$ cat config.mk
export PLATFORM = sky130hd
export DESIGN_NAME = strap_resistor_config_decoder
export DESIGN_NICKNAME = d
export VERILOG_FILES = /design/src/design/strap_pkg.sv /design/src/design/strap_filter.sv /design/src/design/strap_quantizer.sv /design/src/design/strap_resistor_config_decoder.sv
export SDC_FILE = /design/constraint.sdc
export NUM_CORES = 1
export LEC_CHECK = 0
export ABC_AREA = 0
export BUFFER_PORTS_ARGS = -buffer_cell sky130_fd_sc_hd__clkbuf_2
export CORE_MARGIN = 2
export CORE_UTILIZATION = 45
export CTS_CLUSTER_SIZE = 10
export DETAILED_ROUTE_END_ITERATION = 6
export REMOVE_ABC_BUFFERS = 1
export SYNTH_ARGS = -nofsm -noshare
export SYNTH_HDL_FRONTEND = slang
export SYNTH_SLANG_ARGS = --single-unit
$ cat constraint.sdc
create_clock -name i_clk -period 5.41 [get_ports i_clk]
set_input_delay 0.2705 -clock i_clk [delete_from_list [all_inputs] [get_ports i_clk]]
set_output_delay 0.2705 -clock i_clk [all_outputs]
set_load 0.005 [all_outputs]
$ cat src/design/strap_pkg.sv
// constants and types shared by the strap resistor configuration decoder
package strap_pkg;

  // ==========================================================
  // clock and timing
  localparam int CLK_MHZ = 250;
  localparam int FILT_NS = 1000;
  localparam int FILT_CYC = (FILT_NS * CLK_MHZ + 999) / 1000;
  localparam int SETTLE_US = 200;
  localparam int SETTLE_CYC = SETTLE_US * CLK_MHZ;

  // ==========================================================
  // widths
  localparam int RES_W = 17;
  localparam int IDX_W = 4;
  localparam int ADDR_W = 7;
  localparam int MV_W = 13;
  localparam int NUM_STD = 16;

  // ==========================================================
  // address decode
  localparam logic [ADDR_W-1:0] ADDR_DEFAULT = 7'h10;
  localparam logic [ADDR_W-1:0] ADDR_BASE = 7'h10;
  localparam logic [IDX_W-1:0] HI_IDX_MAX = 4'h6;
  localparam logic [IDX_W-1:0] IDX_OPEN = 4'hf;

  // ==========================================================
  // voltage select decode
  localparam logic [MV_W-1:0] VOUT_DEFAULT_MV = 13'h0258;
  localparam logic [RES_W-1:0] VSET_SHORT_OHM = 17'h0000a;
  localparam logic [RES_W-1:0] VSET_OPEN_OHM = 17'h15f90;
  // millivolts = ohms * 4 / 75, done as a multiply and shift
  localparam logic [RES_W-1:0] VOUT_MUL = 17'h0da75;
  localparam int VOUT_SHIFT = 20;
  localparam logic CTRL_PIN_EN_DEFAULT = 1'b0;

  // ==========================================================
  // ascending standard strap values, index 0 is a short
  localparam logic [RES_W-1:0] STD_OHM [NUM_STD] = '{
    17'h00000, 17'h01a90, 17'h02008, 17'h02710,
    17'h02ee0, 17'h03a98, 17'h04650, 17'h055f0,
    17'h06978, 17'h080e8, 17'h09858, 17'h0b798,
    17'h0dac0, 17'h109a0, 17'h14050, 17'h186a0
  };

  // ==========================================================
  // sequencing states
  typedef enum logic [2:0] {
    st_idle,
    st_settle,
    st_quant,
    st_decode,
    st_run
  } cfg_state_e;

endpackage

$ cat src/design/strap_filter.sv
// synchroniser and stability filter for one strap reading
`timescale 1ns/10ps
module strap_filter #(
  parameter int W = 17,
  parameter int LEN = 250
) (
  input wire logic i_clk,
  input wire logic i_arst_n,
  input wire logic i_ce,
  input wire logic [W-1:0] i_raw,
  output logic [W-1:0] o_value,
  output logic o_stable
);

  localparam int CNT_W = $clog2(LEN);

  if (LEN < 2) begin : g_bad_len
    $error("strap_filter needs LEN of at least 2");
  end

  logic [W-1:0] sync1_reg;
  logic [W-1:0] sync2_reg;
  logic [W-1:0] cand_reg;
  logic [W-1:0] value_reg;
  logic [CNT_W-1:0] cnt_reg;
  logic stable_reg;

  // ==========================================================
  // two-stage synchroniser
  always_ff @(posedge i_clk or negedge i_arst_n) begin
    if (!i_arst_n) begin
      sync1_reg <= '0;
      sync2_reg <= '0;
    end else if (i_ce) begin
      sync1_reg <= i_raw;
      sync2_reg <= sync1_reg;
    end
  end

  // ==========================================================
  // a reading counts only after LEN + 1 equal samples; this also hides
  // bits of the word that cross the synchroniser on different edges
  always_ff @(posedge i_clk or negedge i_arst_n) begin
    if (!i_arst_n) begin
      cand_reg <= '0;
      cnt_reg <= '0;
    end else if (i_ce) begin
      if (sync2_reg != cand_reg) begin
        cand_reg <= sync2_reg;
        cnt_reg <= '0;
      end else if (cnt_reg != CNT_W'(LEN - 1)) begin
        cnt_reg <= cnt_reg + 1'b1;
      end
    end
  end

  always_ff @(posedge i_clk or negedge i_arst_n) begin
    if (!i_arst_n) begin
      value_reg <= '0;
      stable_reg <= 1'b0;
    end else if (i_ce) begin
      if (sync2_reg != cand_reg) begin
        stable_reg <= 1'b0;
      end else if (cnt_reg == CNT_W'(LEN - 1)) begin
        value_reg <= cand_reg;
        stable_reg <= 1'b1;
      end
    end
  end

  assign o_value = value_reg;
  assign o_stable = stable_reg;
endmodule

$ cat src/design/strap_quantizer.sv
// maps a resistance reading to the nearest standard strap index
`timescale 1ns/10ps
module strap_quantizer (
  input wire logic i_clk,
  input wire logic i_arst_n,
  input wire logic i_ce,
  input wire logic [strap_pkg::RES_W-1:0] i_value,
  output logic [strap_pkg::IDX_W-1:0] o_index
);
  import strap_pkg::*;

  logic [NUM_STD-2:0] above;
  logic [IDX_W-1:0] count;
  logic [IDX_W-1:0] index_reg;

  // ==========================================================
  // one comparator per boundary, at the midpoint of two neighbours
  for (genvar k = 0; k < NUM_STD - 1; k++) begin : g_cmp
    localparam logic [RES_W-1:0] MID =
      RES_W'((int'(STD_OHM[k]) + int'(STD_OHM[k + 1])) / 2);
    assign above[k] = i_value > MID;
  end

  // an open pin reads above every boundary and lands on the top index
  always_comb begin
    count = '0;
    for (int k = 0; k < NUM_STD - 1; k++) begin
      count = count + {{(IDX_W - 1){1'b0}}, above[k]};
    end
  end

  always_ff @(posedge i_clk or negedge i_arst_n) begin
    if (!i_arst_n) begin
      index_reg <= '0;
    end else if (i_ce) begin
      index_reg <= count;
    end
  end

  assign o_index = index_reg;
endmodule

$ cat src/design/strap_resistor_config_decoder.sv
// start-up decoder of strap resistors into bus address, vout and ctrl mode
// ==========================================================
// Contract
// - read straps only during start-up, then ignore
// - no strap detected keeps factory defaults
// - bus writes replace decoded settings afterwards
// - non-vset inputs resolve into sixteen indices
// - filter readings before decoding them
// - both address inputs open give address 16
// - high input shorted gives 16 plus low index
// - single-input addresses span 16 to 31
// - dual address is 16 times (1+high) plus low
// - decoder reaches any address 16 to 127
// - decoder never gives address below 16
// - vout is one volt per 18.75 kilohm
// - vset below 10 ohm or above 90k: 0.6 V
// - vset also picks initial ctrl pin behaviour
// - high index 7 up aliases index zero, except that an open low input gives 16
`timescale 1ns/10ps
module strap_resistor_config_decoder #(
  parameter int SETTLE_CYCLES = strap_pkg::SETTLE_CYC,
  parameter int FILT_LEN = strap_pkg::FILT_CYC
) (
  input wire logic i_clk,
  input wire logic i_arst_n,
  input wire logic i_ce,
  input wire logic i_startup,
  input wire logic [strap_pkg::RES_W-1:0] i_addr_low_resistor_ohm,
  input wire logic [strap_pkg::RES_W-1:0] i_addr_high_resistor_ohm,
  input wire logic [strap_pkg::RES_W-1:0] i_vout_select_resistor_ohm,
  input wire logic i_bus_addr_we,
  input wire logic [strap_pkg::ADDR_W-1:0] i_bus_addr,
  input wire logic i_bus_vout_we,
  input wire logic [strap_pkg::MV_W-1:0] i_bus_vout_mv,
  input wire logic i_bus_ctrl_we,
  input wire logic i_bus_ctrl_pin_en,
  output logic [strap_pkg::ADDR_W-1:0] o_smbus_addr,
  output logic [strap_pkg::MV_W-1:0] o_vout_mv,
  output logic o_ctrl_pin_en,
  output logic o_cfg_valid,
  output logic o_busy
);
  import strap_pkg::*;

  localparam int TMO_W = $clog2(SETTLE_CYCLES + 1);

  if (SETTLE_CYCLES < 2 || FILT_LEN < 2 || FILT_LEN >= SETTLE_CYCLES) begin : g_bad_par
    $error("settle window must be longer than the filter length");
  end

  // ==========================================================
  // signals
  logic [RES_W-1:0] raw [3];
  logic [RES_W-1:0] filt_val [3];
  logic [2:0] filt_ok;
  logic [IDX_W-1:0] idx [2];

  cfg_state_e state_reg;
  logic startup_q_reg;
  logic [TMO_W-1:0] tmo_reg;
  logic [IDX_W-1:0] lo_idx_reg;
  logic [IDX_W-1:0] hi_idx_reg;
  logic [RES_W-1:0] vset_reg;
  logic [ADDR_W-1:0] addr_reg;
  logic [MV_W-1:0] vout_reg;
  logic ctrl_reg;
  logic valid_reg;
  logic busy_reg;

  logic start_edge;
  logic all_ok;
  logic tmo_done;
  logic settle_end;
  logic vset_ok;
  logic [2*RES_W-1:0] prod;
  logic [ADDR_W-1:0] addr_dec;
  logic [MV_W-1:0] vout_dec;

  assign raw[0] = i_addr_low_resistor_ohm;
  assign raw[1] = i_addr_high_resistor_ohm;
  assign raw[2] = i_vout_select_resistor_ohm;

  // ==========================================================
  // per-input synchroniser and filter, plus a quantiser on each address input
  for (genvar ch = 0; ch < 3; ch++) begin : g_ch
    strap_filter #(
      .W(RES_W),
      .LEN(FILT_LEN)
    ) u_filt (
      .i_clk(i_clk),
      .i_arst_n(i_arst_n),
      .i_ce(i_ce),
      .i_raw(raw[ch]),
      .o_value(filt_val[ch]),
      .o_stable(filt_ok[ch])
    );
    // vset is continuous, so only the address inputs are indexed
    if (ch < 2) begin : g_q
      strap_quantizer u_quant (
        .i_clk(i_clk),
        .i_arst_n(i_arst_n),
        .i_ce(i_ce),
        .i_value(filt_val[ch]),
        .o_index(idx[ch])
      );
    end
  end

  // ==========================================================
  // sequencing
  assign start_edge = i_startup && !startup_q_reg;
  assign all_ok = &filt_ok;
  assign tmo_done = tmo_reg == TMO_W'(SETTLE_CYCLES - 1);
  assign settle_end = !i_startup || tmo_done;

  always_ff @(posedge i_clk or negedge i_arst_n) begin
    if (!i_arst_n) begin
      startup_q_reg <= 1'b0;
    end else if (i_ce) begin
      startup_q_reg <= i_startup;
    end
  end

  // a reading that never settles inside the window leaves the defaults
  always_ff @(posedge i_clk or negedge i_arst_n) begin
    if (!i_arst_n) begin
      state_reg <= st_idle;
    end else if (i_ce) begin
      if (start_edge) begin
        state_reg <= st_settle;
      end else begin
        case (state_reg)
          st_settle: begin
            if (settle_end) begin
              state_reg <= st_run;
            end else if (all_ok) begin
              state_reg <= st_quant;
            end
          end
          st_quant: state_reg <= st_decode;
          st_decode: state_reg <= st_run;
          st_idle: state_reg <= st_idle;
          st_run: state_reg <= st_run;
          default: state_reg <= st_idle;
        endcase
      end
    end
  end

  always_ff @(posedge i_clk or negedge i_arst_n) begin
    if (!i_arst_n) begin
      tmo_reg <= '0;
    end else if (i_ce) begin
      if (start_edge) begin
        tmo_reg <= '0;
      end else if (state_reg == st_settle && !tmo_done) begin
        tmo_reg <= tmo_reg + 1'b1;
      end
    end
  end

  // ==========================================================
  // capture of settled readings
  always_ff @(posedge i_clk or negedge i_arst_n) begin
    if (!i_arst_n) begin
      vset_reg <= '0;
    end else if (i_ce && state_reg == st_settle && !settle_end && all_ok) begin
      vset_reg <= filt_val[2];
    end
  end

  // quantiser output here reflects the readings seen when all settled
  always_ff @(posedge i_clk or negedge i_arst_n) begin
    if (!i_arst_n) begin
      lo_idx_reg <= '0;
      hi_idx_reg <= '0;
    end else if (i_ce && state_reg == st_quant) begin
      lo_idx_reg <= idx[0];
      hi_idx_reg <= idx[1];
    end
  end

  // ==========================================================
  // decode
  always_comb begin
    if (hi_idx_reg <= HI_IDX_MAX) begin
      addr_dec = ADDR_BASE + {hi_idx_reg[2:0], 4'h0} + ADDR_W'(lo_idx_reg);
    end else if (lo_idx_reg == IDX_OPEN) begin
      addr_dec = ADDR_DEFAULT;
    end else begin
      addr_dec = ADDR_BASE + ADDR_W'(lo_idx_reg);
    end
  end

  assign vset_ok = vset_reg >= VSET_SHORT_OHM && vset_reg <= VSET_OPEN_OHM;
  assign prod = (2*RES_W)'(vset_reg) * (2*RES_W)'(VOUT_MUL);
  assign vout_dec = vset_ok ? prod[VOUT_SHIFT +: MV_W] : VOUT_DEFAULT_MV;

  // ==========================================================
  // settings: defaults at start-up, decode once, then bus only
  always_ff @(posedge i_clk or negedge i_arst_n) begin
    if (!i_arst_n) begin
      addr_reg <= ADDR_DEFAULT;
    end else if (i_ce) begin
      if (start_edge) begin
        addr_reg <= ADDR_DEFAULT;
      end else if (state_reg == st_decode) begin
        addr_reg <= addr_dec;
      end else if (state_reg == st_run && i_bus_addr_we) begin
        addr_reg <= i_bus_addr;
      end
    end
  end

  always_ff @(posedge i_clk or negedge i_arst_n) begin
    if (!i_arst_n) begin
      vout_reg <= VOUT_DEFAULT_MV;
    end else if (i_ce) begin
      if (start_edge) begin
        vout_reg <= VOUT_DEFAULT_MV;
      end else if (state_reg == st_decode) begin
        vout_reg <= vout_dec;
      end else if (state_reg == st_run && i_bus_vout_we) begin
        vout_reg <= i_bus_vout_mv;
      end
    end
  end

  always_ff @(posedge i_clk or negedge i_arst_n) begin
    if (!i_arst_n) begin
      ctrl_reg <= CTRL_PIN_EN_DEFAULT;
    end else if (i_ce) begin
      if (start_edge) begin
        ctrl_reg <= CTRL_PIN_EN_DEFAULT;
      end else if (state_reg == st_decode) begin
        ctrl_reg <= vset_ok;
      end else if (state_reg == st_run && i_bus_ctrl_we) begin
        ctrl_reg <= i_bus_ctrl_pin_en;
      end
    end
  end

  always_ff @(posedge i_clk or negedge i_arst_n) begin
    if (!i_arst_n) begin
      valid_reg <= 1'b0;
      busy_reg <= 1'b0;
    end else if (i_ce) begin
      if (start_edge) begin
        valid_reg <= 1'b0;
        busy_reg <= 1'b1;
      end else if (state_reg == st_decode || (state_reg == st_settle && settle_end)) begin
        valid_reg <= 1'b1;
        busy_reg <= 1'b0;
      end
    end
  end

  assign o_smbus_addr = addr_reg;
  assign o_vout_mv = vout_reg;
  assign o_ctrl_pin_en = ctrl_reg;
  assign o_cfg_valid = valid_reg;
  assign o_busy = busy_reg;
endmodule

==> impl_metrics.tcl <==
set metrics [dict create \
    async_flop_share_pct 100 \
    r2r_start "vset_reg[5]" \
    yosys-top-cells-area "dfrtp_1 (37%), mux2_2 (13%), fa_1 (12%), ha_1 (11%), inv_1 (3.9%)" \
    drc 0 \
    min_period_over_period_pct 101 \
    worstSkewPairLatency_ns 0.54 \
    setup-tns-final_ns -0.249 \
    num_vias 14000 \
    core_mm2 0.0444 \
    p_switching_w 0.00151 \
    rows 77 \
    drt_wl_total_um 44400 \
    path_class "reg2reg" \
    synth-edff-count 0 \
    syn_inst 1817 \
    timing.slew.headroom_pct 21.7 \
    tritoncts "built" \
    io_pins 102 \
    vias_per_cell 5.24 \
    worst_slew_pin_slew_ns 1.17 \
    rrSetupSlack_ns -0.07 \
    finClkSkew_ns 0.0147 \
    fillCellCount 3872 \
    drv_slew 0 \
    clock-sinks 307 \
    period_needed_ns 5.48 \
    grt-ovfl-total 0 \
    ys.flop_type "dfrtp_1" \
    ys_seq_elements 307 \
    worst_slack_ns -0.0714 \
    port_buffers 101 \
    post_dp_cell_area_mm2 0.0221 \
    grt_pass1_vias 14700 \
    p_clk_share_pct 38.8 \
    max_freq_ghz 0.182 \
    pre_cts_ws_ns -0.513 \
    slowest_delay_ns 0.57 \
    power.density_mw_per_mm2 243 \
    cp.required_ns 5.84 \
    violations "negative setup slack" \
    reg2reg_to "o_vout_mv[0]" \
    drive_gt1_share_pct 27.6 \
    cts_buffers 38 \
    stdcell_area_mm2 0.0241 \
    area_growth_syn_to_layout_pct 18.8 \
    diodes 0 \
    crit_fanout 4 \
    clockBufferDepth 3 \
    avgRoutedWirePerCell_um 16.6 \
    syn-mean-instance-area_um2 11.2 \
    grt_pass1_wl_um 75100 \
    yosys.area.top_type_share_pct 37.2 \
    ant_nets 0 \
    seq_power_share_pct 48.1 \
    dpl.hpwl_um 33400 \
    synth_common_cells "dfrtp_1 (302), mux2_2 (236), inv_1 (213), ha_1 (175), fa_1 (124)" \
    combinationalPowerShare_pct 13.1 \
    h-tree-depth 2 \
    drt_iter0_markers 806 \
    leakagePower_nw 11.9 \
    multi_input_area_mm2 0.0119 \
    ir_worst_vdd_mv 0.244 \
    synth_cell_types 76 \
    grt_usage_pct 19.7 \
    reg2regPathDepth 22 \
    swShare_pct 25.8 \
    setup_viol 6 \
    antenna_found_initial 0 \
    drv_cap 0 \
    num-nets-final 2439 \
    p_int_w 0.00436 \
    whs_endpoint "o_vout_mv[1]" \
    place_congestion 0.918 \
    dieArea_mm2 0.0469 \
    hold_violations 0 \
    die_w_um 217 \
    endpoint_kind "register" \
    die_h_um 217 \
    hp-class "in2reg" \
    synth_top_area_cell "dfrtp_1" \
    hp-start "i_bus_vout_mv[1]" \
    rsz0062_at_grt "yes" \
    outcome "complete, but fails checks" \
    grt_max_degree 133 \
    cpMaxStageDelayCell "fa_1" \
    ys_seq_area_share_pct 37.8 \
    min_path_cells 3 \
    clockRootBuffer "clkbuf_16" \
    yosysWarnings 0 \
    start_util_pct 45.8 \
    synth.most_common_cell "dfrtp_1" \
    arrival_ns 5.91 \
    crit_path_start_kind "register" \
    netlist_area_mm2 0.0203 \
    drt-pass1-iter-count 5 \
    crit_chain "inv_2, buf_4, fa_2, fa_1, inv_1, ha_1, inv_1, fa_1, inv_1, fa_1, inv_1, fa_1, inv_2, ha_4, a21oi_2, o21a_1, nor2b_1, o31a_1, o211a_1, or3_1, a32o_1, a22o_1" \
    clk_pin_slew_ns 0.06 \
    seq_area_mm2 0.00769 \
]
cell usage in the layout (no fill, tap or decap), types with 7 or more instances in the layout:
cell / Yosys / final
a21o_1: 13 / 13
a21oi_1: 60 / 55
a22oi_1: 7 / 7
a31oi_1: 7 / 7
and3_1: 12 / 12
buf_4: 0 / 114
clkbuf_1: 52 / 9
clkbuf_16: 0 / 38
clkbuf_2: 1 / 99
dfrtp_1: 302 / 301
dlygate4sd3_1: 0 / 52
fa_1: 124 / 120
ha_1: 175 / 163
ha_4: 0 / 12
inv_1: 213 / 199
inv_2: 0 / 14
mux2_2: 236 / 236
nand2_1: 110 / 110
nand2b_1: 10 / 10
nand3_1: 31 / 31
nand4_1: 33 / 33
nor2_1: 79 / 79
nor2b_1: 8 / 8
nor3_1: 21 / 21
nor4_1: 10 / 10
o21ai_0: 67 / 60
o31ai_1: 11 / 10
or3_1: 13 / 13
xnor2_1: 68 / 67
xor2_1: 27 / 26
cell type report:
cell class              count  area share, %
clock buffers              49           4.19
clock inverters             6          0.306
inverters                 213           3.31
multi-input cells        1230           49.2
flip-flops and latches    307           31.9
well taps                 592           3.07
repair buffers            271           8.09
power by group through the flow:
| stage | sequential, W | combinational [W] | clock, W |
|---|---|---|---|
| floorplan | 0.00280 | 0.000461 | 0 |
| global placement | 0.00286 | 0.000737 | 0 |
| detailed placement | 0.00287 | 0.000754 | 0 |
| CTS | 0.00283 | 0.000785 | 0.00237 |
| global route | 0.00287 | 0.000864 | 0.00246 |
| finish | 0.00283 | 0.000771 | 0.00228 |
per-stage QoR:
step           instances  hold slack [ns]  power [W]  utilization (%)
3_3_place_gp        2552            0.455    0.00360             49.9
2_1_floorplan       1750          -0.0251    0.00326                -
3_5_place_dp        2552            0.456    0.00362             49.9
4_1_cts             2666          0.00116    0.00599             54.1
5_1_grt             2668           0.0164    0.00620             54.3
6_report            2668           0.0145    0.00587             54.3
timing repair:
action,CTS,global route
endpoints found under the setup margin,13,14
resized for setup,46,19
endpoints found under the hold margin,181,0
pin swaps,52,13
gates cloned,0,0
setup buffers,7,3
hold buffers,52,0
worst max-delay path by stage:
stage,from,slack (ns),cells past startpoint,end
global placement,vset_reg[11],-0.37,20,o_vout_mv[10]
global route,vset_reg[10],-0.34,21,o_vout_mv[12]
floorplan,vset_reg[12],-0.30,19,o_vout_mv[10]
detailed placement,vset_reg[11],-0.51,20,o_vout_mv[11]
CTS,vset_reg[10],-0.05,19,o_vout_mv[0]
finish,vset_reg[5],-0.07,22,o_vout_mv[0]
metal layers:
metal | up-vias | global-route usage [%] | wire length (um) | part of all wire (%)
met5 | - | 0 | 0 | 0
met3 | 69 | 3.30 | 1770 | 4.0
met2 | 224 | 34.1 | 22300 | 50
li1 | 6688 | - | - | -
met1 | 6998 | 25.6 | 19300 | 44
met4 | 0 | 5.48 | 1020 | 2.3
worst max-delay path: cells and delay by family (launching register included):
kind / cells / cell delay [ns]
AOI/OAI and AO/OA: 6 / 1.22
adders and majority gates: 7 / 2.99
buffers and inverters: 7 / 0.45
DFF: 1 / 0.36
and+or+nand+nor: 2 / 0.36
cells by family (layout without fill, tap and decap cells):
logic type      after synthesis  after routing  synth area share (%)
compound gates              237            237                  7.76
xor+xnor                     95             95                  4.09
fa+ha+maj                   299            299                  23.0
buf+inv                     280            539                  5.28
flops                       307            307                  37.8
mux                         239            239                  13.2
simple gates                360            360                  8.82
(Power assumes the default switching activity.)
